## src/design/timer_irq_map.vh

```
`ifndef TIMER_IRQ_MAP_VH
`define TIMER_IRQ_MAP_VH

// Word offsets on the register bus (byte addresses).
`define OFS_TIMER_IRQ_FLAGS 5'h00
`define OFS_EXT_TIMER_IRQ_FLAGS 5'h04
`define OFS_TIMER_IRQ_ENABLE 5'h08
`define OFS_EXT_TIMER_IRQ_ENABLE 5'h0c
`define OFS_GLOBAL_CTRL 5'h10
`define OFS_STATUS 5'h14
`define OFS_STATUS_CLR 5'h18
`define OFS_STATUS_EN 5'h1c

// Shared flag and enable register, timer 1 bits.
`define BIT_T1_CAPTURE 5
`define BIT_T1_CMP_A 4
`define BIT_T1_CMP_B 3
`define BIT_T1_OVF 2

// Extended flag and enable register bits.
`define BIT_T3_CAPTURE 5
`define BIT_T3_CMP_A 4
`define BIT_T3_CMP_B 3
`define BIT_T3_OVF 2
`define BIT_T3_CMP_C 1
`define BIT_T1_CMP_C 0

// Writable masks.
`define MASK_FLAGS 8'h3c
`define MASK_EXT 8'h3f

`define RESET_REG8 8'h00

// Waveform modes that use the capture register as counter top.
`define WGM_PWM_PFC_ICR 4'h8
`define WGM_PWM_PC_ICR 4'ha
`define WGM_CTC_ICR 4'hc
`define WGM_FAST_ICR 4'he

// Vector indices, one per source; 0 means none.
`define VEC_NONE 4'h0
`define VEC_T1_CAPTURE 4'h1
`define VEC_T1_CMP_A 4'h2
`define VEC_T1_CMP_B 4'h3
`define VEC_T1_OVF 4'h4
`define VEC_T1_CMP_C 4'h5
`define VEC_T3_CAPTURE 4'h6
`define VEC_T3_CMP_A 4'h7
`define VEC_T3_CMP_B 4'h8
`define VEC_T3_CMP_C 4'h9
`define VEC_T3_OVF 4'ha

`endif

```

## src/design/irq_vector_select.v

```verilog
`timescale 1ns/1ns
`include "timer_irq_map.vh"
// Fixed-priority pick of the pending enabled source, lowest index first.
module irq_vector_select
(
    input wire [9:0] pending,
    output reg [3:0] vector
);
    integer i;

    always @*
    begin
        vector = `VEC_NONE;
        for (i = 9; i >= 0; i = i - 1)
        begin
            if (pending[i])
            begin
                vector = i[3:0] + 4'h1;
            end
        end
    end
endmodule

```

## src/design/timer_event_detect.v

```verilog
`timescale 1ns/1ns
`include "timer_irq_map.vh"
// Turns one timer's raw signals into single-cycle flag set pulses.
module timer_event_detect
(
    input wire clk,
    input wire rst,
    input wire ce,
    input wire capture_pin,
    input wire capture_edge_rise,
    input wire timer_tick,
    input wire [15:0] counter,
    input wire [15:0] capture_value,
    input wire [15:0] cmp_a_value,
    input wire [15:0] cmp_b_value,
    input wire [15:0] cmp_c_value,
    input wire [3:0] waveform_mode_bits,
    input wire overflow,
    output reg set_capture,
    output reg set_cmp_a,
    output reg set_cmp_b,
    output reg set_cmp_c,
    output reg set_ovf
);
    reg pin_meta_q;
    reg pin_sync_q;
    reg pin_prev_q;
    reg [2:0] match_q;
    reg top_match_q;
    wire icr_top;
    wire pin_edge;

    assign icr_top = (waveform_mode_bits == `WGM_PWM_PFC_ICR) ||
        (waveform_mode_bits == `WGM_PWM_PC_ICR) ||
        (waveform_mode_bits == `WGM_CTC_ICR) ||
        (waveform_mode_bits == `WGM_FAST_ICR);
    assign pin_edge = capture_edge_rise ? (pin_sync_q & ~pin_prev_q)
        : (~pin_sync_q & pin_prev_q);

    always @(posedge clk)
    begin
        if (rst)
        begin
            pin_meta_q <= 1'b0;
            pin_sync_q <= 1'b0;
            pin_prev_q <= 1'b0;
            match_q <= 3'h0;
            top_match_q <= 1'b0;
            set_capture <= 1'b0;
            set_cmp_a <= 1'b0;
            set_cmp_b <= 1'b0;
            set_cmp_c <= 1'b0;
            set_ovf <= 1'b0;
        end
        else if (ce)
        begin
            pin_meta_q <= capture_pin;
            pin_sync_q <= pin_meta_q;
            pin_prev_q <= pin_sync_q;
            set_capture <= 1'b0;
            set_cmp_a <= 1'b0;
            set_cmp_b <= 1'b0;
            set_cmp_c <= 1'b0;
            set_ovf <= 1'b0;
            if (icr_top)
            begin
                set_capture <= timer_tick & top_match_q;
            end
            else
            begin
                set_capture <= pin_edge;
            end
            if (timer_tick)
            begin
                // Matches are latched on one tick and flagged on the next.
                match_q[0] <= (counter == cmp_a_value);
                match_q[1] <= (counter == cmp_b_value);
                match_q[2] <= (counter == cmp_c_value);
                top_match_q <= (counter == capture_value);
                set_cmp_a <= match_q[0];
                set_cmp_b <= match_q[1];
                set_cmp_c <= match_q[2];
                // The waveform generator qualifies overflow per mode, so
                // every mode passes it straight through here.
                set_ovf <= overflow;
            end
        end
    end
endmodule

```

## src/design/timer_irq_flag_mask_logic.v

```verilog
`timescale 1ns/1ns
`include "timer_irq_map.vh"
// Summary of operation
// - Requests need the source flag, its enable bit and the global flag set.
// - Extended enable holds t3 cmp A 4, cmp B 3, ovf 2, cmp C 1, t1 cmp C 0.
// - Shared flags hold t1 capture at 5, cmp A at 4, cmp B at 3, ovf at 2.
// - Extended flags hold t3 cap 5, A 4, B 3, ovf 2, C 1 and t1 cmp C 0.
// - Unless the capture register is top, a capture flag sets on a detected edge at that timer's capture pin.
// - With the capture register as top, reaching top sets the capture flag.
// - A compare flag sets a timer cycle after the counter equals its value.
// - A forced compare strobe never sets a compare flag.
// - The overflow flag sets on each overflow the generator reports.
// - Taking a vector clears the matching flag.
// - Writing one to a flag bit clears that flag.
// - Extended enable bit 5 enables the timer 3 capture interrupt.
module timer_irq_flag_mask_logic
(
    input wire SYS_CLK,
    input wire RESET,
    input wire CLK_EN,
    input wire [4:0] WB_ADR_I,
    input wire [31:0] WB_DAT_I,
    input wire [3:0] WB_SEL_I,
    input wire WB_WE_I,
    input wire WB_CYC_I,
    input wire WB_STB_I,
    output reg [31:0] WB_DAT_O,
    output reg WB_ACK_O,
    input wire GLOBAL_IRQ_FLAG,
    input wire VECTOR_TAKEN,
    input wire [3:0] VECTOR_TAKEN_ID,
    input wire T1_CAPTURE_PIN,
    input wire T3_CAPTURE_PIN,
    input wire T1_TICK,
    input wire T3_TICK,
    input wire [15:0] T1_COUNTER,
    input wire [15:0] T3_COUNTER,
    input wire [15:0] T1_CAPTURE_VALUE,
    input wire [15:0] T3_CAPTURE_VALUE,
    input wire [15:0] T1_CMP_A_VALUE,
    input wire [15:0] T1_CMP_B_VALUE,
    input wire [15:0] T1_CMP_C_VALUE,
    input wire [15:0] T3_CMP_A_VALUE,
    input wire [15:0] T3_CMP_B_VALUE,
    input wire [15:0] T3_CMP_C_VALUE,
    input wire [3:0] T1_WAVEFORM_MODE_BITS,
    input wire [3:0] T3_WAVEFORM_MODE_BITS,
    input wire T1_OVERFLOW,
    input wire T3_OVERFLOW,
    output reg IRQ_REQUEST,
    output reg [3:0] IRQ_VECTOR,
    output reg IRQ_OUT
);
    reg [7:0] timer_irq_flags_q;
    reg [7:0] extended_timer_irq_flags_q;
    reg [7:0] timer_irq_enable_q;
    reg [7:0] ext_timer_irq_enable_reg_q;
    reg [1:0] cap_edge_q;
    reg [1:0] status_q;
    reg [1:0] status_en_q;
    reg [7:0] flags_d;
    reg [7:0] ext_d;
    reg [31:0] rdata_d;
    reg [9:0] taken;
    wire t1_cap;
    wire t1_a;
    wire t1_b;
    wire t1_c;
    wire t1_ov;
    wire t3_cap;
    wire t3_a;
    wire t3_b;
    wire t3_c;
    wire t3_ov;
    wire [9:0] flag_vec;
    wire [9:0] en_vec;
    wire [9:0] pending;
    wire [3:0] vector;
    wire access;
    wire wr;
    wire [7:0] wbyte;
    wire [1:0] ev;
    wire wr_flags;
    wire wr_ext_flags;
    wire wr_enable;
    wire wr_ext_enable;
    wire wr_ctrl;
    wire wr_status_clr;
    wire wr_status_en;

    assign access = WB_CYC_I & WB_STB_I & ~WB_ACK_O;
    assign wr = access & WB_WE_I & WB_SEL_I[0];
    assign wbyte = WB_DAT_I[7:0];

    // One strobe per register, so a write reaches at most one of them.
    assign wr_flags = wr && (WB_ADR_I == `OFS_TIMER_IRQ_FLAGS);
    assign wr_ext_flags = wr && (WB_ADR_I == `OFS_EXT_TIMER_IRQ_FLAGS);
    assign wr_enable = wr && (WB_ADR_I == `OFS_TIMER_IRQ_ENABLE);
    assign wr_ext_enable = wr && (WB_ADR_I == `OFS_EXT_TIMER_IRQ_ENABLE);
    assign wr_ctrl = wr && (WB_ADR_I == `OFS_GLOBAL_CTRL);
    assign wr_status_clr = wr && (WB_ADR_I == `OFS_STATUS_CLR);
    assign wr_status_en = wr && (WB_ADR_I == `OFS_STATUS_EN);

    // Forced compare strobes are not inputs here, so they cannot set flags.
    timer_event_detect t1_events
    (
        .clk(SYS_CLK),
        .rst(RESET),
        .ce(CLK_EN),
        .capture_pin(T1_CAPTURE_PIN),
        .capture_edge_rise(cap_edge_q[0]),
        .timer_tick(T1_TICK),
        .counter(T1_COUNTER),
        .capture_value(T1_CAPTURE_VALUE),
        .cmp_a_value(T1_CMP_A_VALUE),
        .cmp_b_value(T1_CMP_B_VALUE),
        .cmp_c_value(T1_CMP_C_VALUE),
        .waveform_mode_bits(T1_WAVEFORM_MODE_BITS),
        .overflow(T1_OVERFLOW),
        .set_capture(t1_cap),
        .set_cmp_a(t1_a),
        .set_cmp_b(t1_b),
        .set_cmp_c(t1_c),
        .set_ovf(t1_ov)
    );

    timer_event_detect t3_events
    (
        .clk(SYS_CLK),
        .rst(RESET),
        .ce(CLK_EN),
        .capture_pin(T3_CAPTURE_PIN),
        .capture_edge_rise(cap_edge_q[1]),
        .timer_tick(T3_TICK),
        .counter(T3_COUNTER),
        .capture_value(T3_CAPTURE_VALUE),
        .cmp_a_value(T3_CMP_A_VALUE),
        .cmp_b_value(T3_CMP_B_VALUE),
        .cmp_c_value(T3_CMP_C_VALUE),
        .waveform_mode_bits(T3_WAVEFORM_MODE_BITS),
        .overflow(T3_OVERFLOW),
        .set_capture(t3_cap),
        .set_cmp_a(t3_a),
        .set_cmp_b(t3_b),
        .set_cmp_c(t3_c),
        .set_ovf(t3_ov)
    );

    // Flag vector in vector order: index i is vector i+1.
    assign flag_vec = {
        extended_timer_irq_flags_q[`BIT_T3_OVF],
        extended_timer_irq_flags_q[`BIT_T3_CMP_C],
        extended_timer_irq_flags_q[`BIT_T3_CMP_B],
        extended_timer_irq_flags_q[`BIT_T3_CMP_A],
        extended_timer_irq_flags_q[`BIT_T3_CAPTURE],
        extended_timer_irq_flags_q[`BIT_T1_CMP_C],
        timer_irq_flags_q[`BIT_T1_OVF],
        timer_irq_flags_q[`BIT_T1_CMP_B],
        timer_irq_flags_q[`BIT_T1_CMP_A],
        timer_irq_flags_q[`BIT_T1_CAPTURE]};
    assign en_vec = {
        ext_timer_irq_enable_reg_q[`BIT_T3_OVF],
        ext_timer_irq_enable_reg_q[`BIT_T3_CMP_C],
        ext_timer_irq_enable_reg_q[`BIT_T3_CMP_B],
        ext_timer_irq_enable_reg_q[`BIT_T3_CMP_A],
        ext_timer_irq_enable_reg_q[`BIT_T3_CAPTURE],
        ext_timer_irq_enable_reg_q[`BIT_T1_CMP_C],
        timer_irq_enable_q[`BIT_T1_OVF],
        timer_irq_enable_q[`BIT_T1_CMP_B],
        timer_irq_enable_q[`BIT_T1_CMP_A],
        timer_irq_enable_q[`BIT_T1_CAPTURE]};
    assign pending = flag_vec & en_vec & {10{GLOBAL_IRQ_FLAG}};

    irq_vector_select picker
    (
        .pending(pending),
        .vector(vector)
    );

    // Acknowledged vector, decoded one-hot.
    // Ids outside the source range decode to nothing and clear no flag.
    always @*
    begin
        taken = 10'h000;
        if (VECTOR_TAKEN && VECTOR_TAKEN_ID != `VEC_NONE &&
            VECTOR_TAKEN_ID <= `VEC_T3_OVF)
        begin
            taken[VECTOR_TAKEN_ID - 4'h1] = 1'b1;
        end
    end

    // Clears from software or vector come first; events then set, so a
    // coincident event is never lost.
    always @*
    begin
        flags_d = timer_irq_flags_q;
        ext_d = extended_timer_irq_flags_q;
        if (wr_flags)
        begin
            flags_d = flags_d & ~(wbyte & `MASK_FLAGS);
        end
        if (wr_ext_flags)
        begin
            // Bits 7:6 are ignored, whatever software writes there.
            ext_d = ext_d & ~(wbyte & `MASK_EXT);
        end
        flags_d[`BIT_T1_CAPTURE] = flags_d[`BIT_T1_CAPTURE] & ~taken[0];
        flags_d[`BIT_T1_CMP_A] = flags_d[`BIT_T1_CMP_A] & ~taken[1];
        flags_d[`BIT_T1_CMP_B] = flags_d[`BIT_T1_CMP_B] & ~taken[2];
        flags_d[`BIT_T1_OVF] = flags_d[`BIT_T1_OVF] & ~taken[3];
        ext_d[`BIT_T1_CMP_C] = ext_d[`BIT_T1_CMP_C] & ~taken[4];
        ext_d[`BIT_T3_CAPTURE] = ext_d[`BIT_T3_CAPTURE] & ~taken[5];
        ext_d[`BIT_T3_CMP_A] = ext_d[`BIT_T3_CMP_A] & ~taken[6];
        ext_d[`BIT_T3_CMP_B] = ext_d[`BIT_T3_CMP_B] & ~taken[7];
        ext_d[`BIT_T3_CMP_C] = ext_d[`BIT_T3_CMP_C] & ~taken[8];
        ext_d[`BIT_T3_OVF] = ext_d[`BIT_T3_OVF] & ~taken[9];
        flags_d[`BIT_T1_CAPTURE] = flags_d[`BIT_T1_CAPTURE] | t1_cap;
        flags_d[`BIT_T1_CMP_A] = flags_d[`BIT_T1_CMP_A] | t1_a;
        flags_d[`BIT_T1_CMP_B] = flags_d[`BIT_T1_CMP_B] | t1_b;
        flags_d[`BIT_T1_OVF] = flags_d[`BIT_T1_OVF] | t1_ov;
        ext_d[`BIT_T1_CMP_C] = ext_d[`BIT_T1_CMP_C] | t1_c;
        ext_d[`BIT_T3_CAPTURE] = ext_d[`BIT_T3_CAPTURE] | t3_cap;
        ext_d[`BIT_T3_CMP_A] = ext_d[`BIT_T3_CMP_A] | t3_a;
        ext_d[`BIT_T3_CMP_B] = ext_d[`BIT_T3_CMP_B] | t3_b;
        ext_d[`BIT_T3_CMP_C] = ext_d[`BIT_T3_CMP_C] | t3_c;
        ext_d[`BIT_T3_OVF] = ext_d[`BIT_T3_OVF] | t3_ov;
    end

    // Status events: bit 0 a vector request rose, bit 1 a vector was taken.
    assign ev = {VECTOR_TAKEN, (|pending) & ~IRQ_REQUEST};

    always @*
    begin
        rdata_d = 32'h0000_0000;
        case (WB_ADR_I)
            `OFS_TIMER_IRQ_FLAGS: rdata_d[7:0] = timer_irq_flags_q;
            `OFS_EXT_TIMER_IRQ_FLAGS:
                rdata_d[7:0] = extended_timer_irq_flags_q;
            `OFS_TIMER_IRQ_ENABLE: rdata_d[7:0] = timer_irq_enable_q;
            `OFS_EXT_TIMER_IRQ_ENABLE:
                rdata_d[7:0] = ext_timer_irq_enable_reg_q;
            `OFS_GLOBAL_CTRL: rdata_d[1:0] = cap_edge_q;
            `OFS_STATUS: rdata_d[1:0] = status_q;
            `OFS_STATUS_EN: rdata_d[1:0] = status_en_q;
            default: rdata_d = 32'h0000_0000;
        endcase
    end

    always @(posedge SYS_CLK)
    begin
        if (RESET)
        begin
            timer_irq_flags_q <= `RESET_REG8;
            extended_timer_irq_flags_q <= `RESET_REG8;
            timer_irq_enable_q <= `RESET_REG8;
            ext_timer_irq_enable_reg_q <= `RESET_REG8;
            cap_edge_q <= 2'h0;
            status_q <= 2'h0;
            status_en_q <= 2'h0;
            WB_DAT_O <= 32'h0000_0000;
            WB_ACK_O <= 1'b0;
            IRQ_REQUEST <= 1'b0;
            IRQ_VECTOR <= `VEC_NONE;
            IRQ_OUT <= 1'b0;
        end
        else if (CLK_EN)
        begin
            timer_irq_flags_q <= flags_d;
            extended_timer_irq_flags_q <= ext_d;
            WB_ACK_O <= access;
            WB_DAT_O <= (access & ~WB_WE_I) ? rdata_d : 32'h0000_0000;
            if (wr_enable)
            begin
                // Only timer 1 bits live here; other timers own the rest.
                timer_irq_enable_q <= wbyte & `MASK_FLAGS;
            end
            if (wr_ext_enable)
            begin
                ext_timer_irq_enable_reg_q <= wbyte & `MASK_EXT;
            end
            if (wr_ctrl)
            begin
                cap_edge_q <= wbyte[1:0];
            end
            if (wr_status_en)
            begin
                status_en_q <= wbyte[1:0];
            end
            if (wr_status_clr)
            begin
                status_q <= (status_q & ~wbyte[1:0]) | ev;
            end
            else
            begin
                status_q <= status_q | ev;
            end
            IRQ_REQUEST <= |pending;
            IRQ_VECTOR <= vector;
            // Registered, so the line follows a status change a cycle late.
            IRQ_OUT <= |(status_q & status_en_q);
        end
    end
endmodule

```

## config.mk

```make
export PLATFORM = sky130hd
export DESIGN_NAME = timer_irq_flag_mask_logic
export DESIGN_NICKNAME = d
export VERILOG_FILES = /design/src/design/irq_vector_select.v /design/src/design/timer_event_detect.v /design/src/design/timer_irq_flag_mask_logic.v
export VERILOG_INCLUDE_DIRS = /design/src /design/src/design
export SDC_FILE = /design/constraint.sdc
export NUM_CORES = 1
export LEC_CHECK = 0
export BUFFER_PORTS_ARGS = -buffer_cell sky130_fd_sc_hd__buf_4
export CORE_AREA = 2 2 103 105
export CTS_CLUSTER_DIAMETER = 120
export DETAILED_ROUTE_END_ITERATION = 10
export DIE_AREA = 0 0 105 107
export PLACE_DENSITY = 0.91
export SYNTH_ARGS = -nofsm -noshare
export SYNTH_HDL_FRONTEND = slang
export SYNTH_SLANG_ARGS = --single-unit
```

## constraint.sdc

```tcl
create_clock -name SYS_CLK -period 3.2 [get_ports SYS_CLK]
set_input_delay 0.32 -clock SYS_CLK [delete_from_list [all_inputs] [get_ports SYS_CLK]]
set_output_delay 0.32 -clock SYS_CLK [all_outputs]
set_load 0.005 [all_outputs]
```

==> metrics <==
hold bufs inserted after CTS=0; core region area=slightly above 0.01 mm²; I/O Pins=between 200 and 300; hpwl dp=11,900 µm; Mapped Cells=520; Slew HR=a little under three fifths; routed vias/inst=around 5.2; final instance area=just over 0.006 mm²; launch point of the worst path=WB_ACK_O$_SDFFE_PP0P_; number of iterations in the first detailed-routing pass=4; fraction of layout cells with a size suffix above 1=31.9%; Wirelength per Cell=16.6 µm; WL final=around 14,000 µm; critical path launch point type=register; static leakage=2.78 nW; htree depth=3; internal power=~1.4 mW; drt drc=0; Max Root-Sink Buffers=2; Initial DRC Count=around 260; routability cong.=approximately 0.90; PwrDens=311 mW/mm²; Pins Over Slew Limit=0; Main synth FF type=dfxtp_1; initial antenna violation count=1; Clk network pwr share=about a third; crit path capture=ext_timer_irq_enable_reg_q[2]$_SDFFE_PP0P_; sequential area share after synthesis=28.2%; setup repair bufs after CTS=0; pin slew with the least headroom to its limit=approximately 0.66 ns; reg2reg start=WB_ACK_O$_SDFFE_PP0P_; synth-to-layout area growth=38.7%; switching portion of total power=27.9%; Ys Warns=0; crit-path max FO=6; site row count=37; DIE AREA=about 0.011 mm²; final setup vio count=0; Synth Cell Area=~0.0045 mm²; vias in the first global route=approximately 4,600; gr usage total=25.2%; Crit Path Category=reg2reg; Initial Util=between 40 and 50%; Area after DPL=around 0.006 mm²; R2R setup slack=approximately 1.5 ns; commonest non-fill, non-tap cells in the layout=208 x buf_4, 124 x xor2_1, 63 x dfxtp_1; Worst VDD drop=0.000247 V; fin crit share=54.0%; switching pwr=around 540 µW; Avg Cell Area, Syn=roughly 8.6 µm²; Worst Skew=between 0.008 and 0.009 ns; async set-or-reset flop fraction in the synthesized netlist=0%; synth unique cells=42; FF+latch count, synth=63; largest net degree at the start of global routing=60; TNS Setup=0 ns; Chip Width=between 100 and 150 µm; die height=about 110 µm; first-pass GRT wire length=22,300 µm; CTS buffer count=9; Comb pwr share=~25%; critical path arrival=between 1.5 and 2 ns; clock transition at the registers of the reported paths=0.06 ns; Overflow after GRT=0; clk_lat worst skew=0.35 ns; R2R depth=5; RSZ-0062 raised after global routing=no; sequential power share=a little over two fifths; nets@finish=approximately 950; CTS Sinks=63; number of flops mapped to enable cells by yosys=0; status=finished, final reports clean; most common cell after layout, fill and taps aside=buf_4; post-cts gate resize count=0; MaxCap Viol Count=0; CP Data Required Time=roughly 3.4 ns; Tmin final=1.73 ns; TritonCTS clock tree=built; crit path capture type=register; fmax=around 0.58 GHz; Root Buffer=clkbuf_8; worst min-delay path class=in2reg; Detail Route Antenna Nets=0; Port-buffer cells=approximately 210; vias=4,479; RR Endpoint=ext_timer_irq_enable_reg_q[2]$_SDFFE_PP0P_; Hold Fails Final Rpt=0
## through the flow
step           hold slack, ns  total power [mW]  setup slack (ns)  util, %  std cells
3_3_place_gp            0.439              1.29              1.33     59.5        845
2_1_floorplan           0.425              1.03              1.66        -        545
4_1_cts                 0.193              1.93              1.47     61.4        860
6_report                0.206              1.92              1.47     61.4        861
5_1_grt                 0.225              2.01              1.39     61.4        860
3_5_place_dp            0.446              1.30              1.24     59.5        845
## cell families (layout without fill, tap and decap cells)
| logic type | count (synthesis) | count (layout) | share of synthesized area (%) |
|---|---|---|---|
| AO/OA/AOI/OAI | 72 | 72 | 10.8 |
| AND/OR/NAND/NOR | 174 | 174 | 20.5 |
| buffers and inverters | 49 | 228 | 6.75 |
| flip-flops | 63 | 63 | 28.2 |
| multiplexers | 33 | 33 | 8.52 |
| XOR/XNOR | 128 | 128 | 25.1 |
| other | 1 | 27 | 0.0840 |
## area by class of cell
type	count	area (µm²)
clock buffer	12	165
antenna	1	2.50
clock inverter	3	17.5
multi-input combinational	433	3000
fill	874	3900
inverter	5	18.8
sequential	63	1260
tap	136	170
timing repair buffer	208	1560
## sequential cells by signal (all words and copies together), names as in the netlist, 3 cells and up
signal and count:
WB_DAT_O 6, ext_timer_irq_enable_reg_q 6, extended_timer_irq_flags_q 6, IRQ_VECTOR 4, timer_irq_enable_q 4, timer_irq_flags_q 4, t1_events.match_q 3, t3_events.match_q 3
## routing by layer
layer	up-vias	GRT usage (%)	wire length [µm]
met5	-	0	0
met4	0	9.14	407
met3	34	7.23	1230
met2	203	44.5	7210
met1	2052	28.9	5430
li1	2190	-	-
## power by group through the flow
stage,registers (mW),logic (mW),clock network (mW)
2_1_floorplan,0.819,0.214,0
3_3_place_gp,0.821,0.465,0
3_5_place_dp,0.821,0.477,0
4_1_cts,0.804,0.479,0.651
5_1_grt,0.805,0.521,0.686
6_report,0.804,0.482,0.638
## worst min path at each step
stage / from / endpoint / slack (ns) / depth (start not counted)
3_5_place_dp: t1_events.match_q[1]$_SDFFE_PP0P_ / t1_events.match_q[1]$_SDFFE_PP0P_ / 0.45 / 2
2_1_floorplan: t1_events.top_match_q$_SDFFE_PP0P_ / t1_events.top_match_q$_SDFFE_PP0P_ / 0.43 / 2
3_3_place_gp: t1_events.match_q[1]$_SDFFE_PP0P_ / t1_events.match_q[1]$_SDFFE_PP0P_ / 0.44 / 2
6_report: WB_DAT_I[3] / extended_timer_irq_flags_q[3]$_SDFFE_PP0P_ / 0.21 / 2
4_1_cts: WB_DAT_I[3] / extended_timer_irq_flags_q[3]$_SDFFE_PP0P_ / 0.19 / 2
5_1_grt: T3_CAPTURE_PIN / t3_events.pin_meta_q$_SDFFE_PP0P_ / 0.23 / 3
## cell usage after synthesis (all sizes together) (2+ instances only)
library cell,instances,area [µm²]
nor2,34,128
a22o,4,35.0
nor2b,6,37.5
mux2i,29,290
inv,5,18.8
a21boi,2,15.0
xnor2,4,35.0
nand3b,7,52.6
o31ai,9,67.6
buf,32,238
mux4,4,90.1
a311oi,4,35.0
a21o,4,30.0
nor3,14,70.1
nand2,40,150
and3b,4,35.0
xor2,124,1090
o22ai,2,12.5
nor4,27,181
a21oi,19,95.1
clkbuf,12,45.0
nand3,23,120
nor3b,3,22.5
a22oi,7,52.6
nand4b,3,26.3
nand4,8,50.1
o21ai,12,60.1
dfxtp,63,1260
a221oi,6,52.6
## worst max-delay path, stage by stage (launching register included)
cell and delay [ns]:
dfxtp_1 0.32, and3b_1 0.29, nand3_2 0.15, or3_1 0.54
mux2i_1 0.22, nor2_1 0.05
Note: power is estimated with default switching activity, not from simulation.
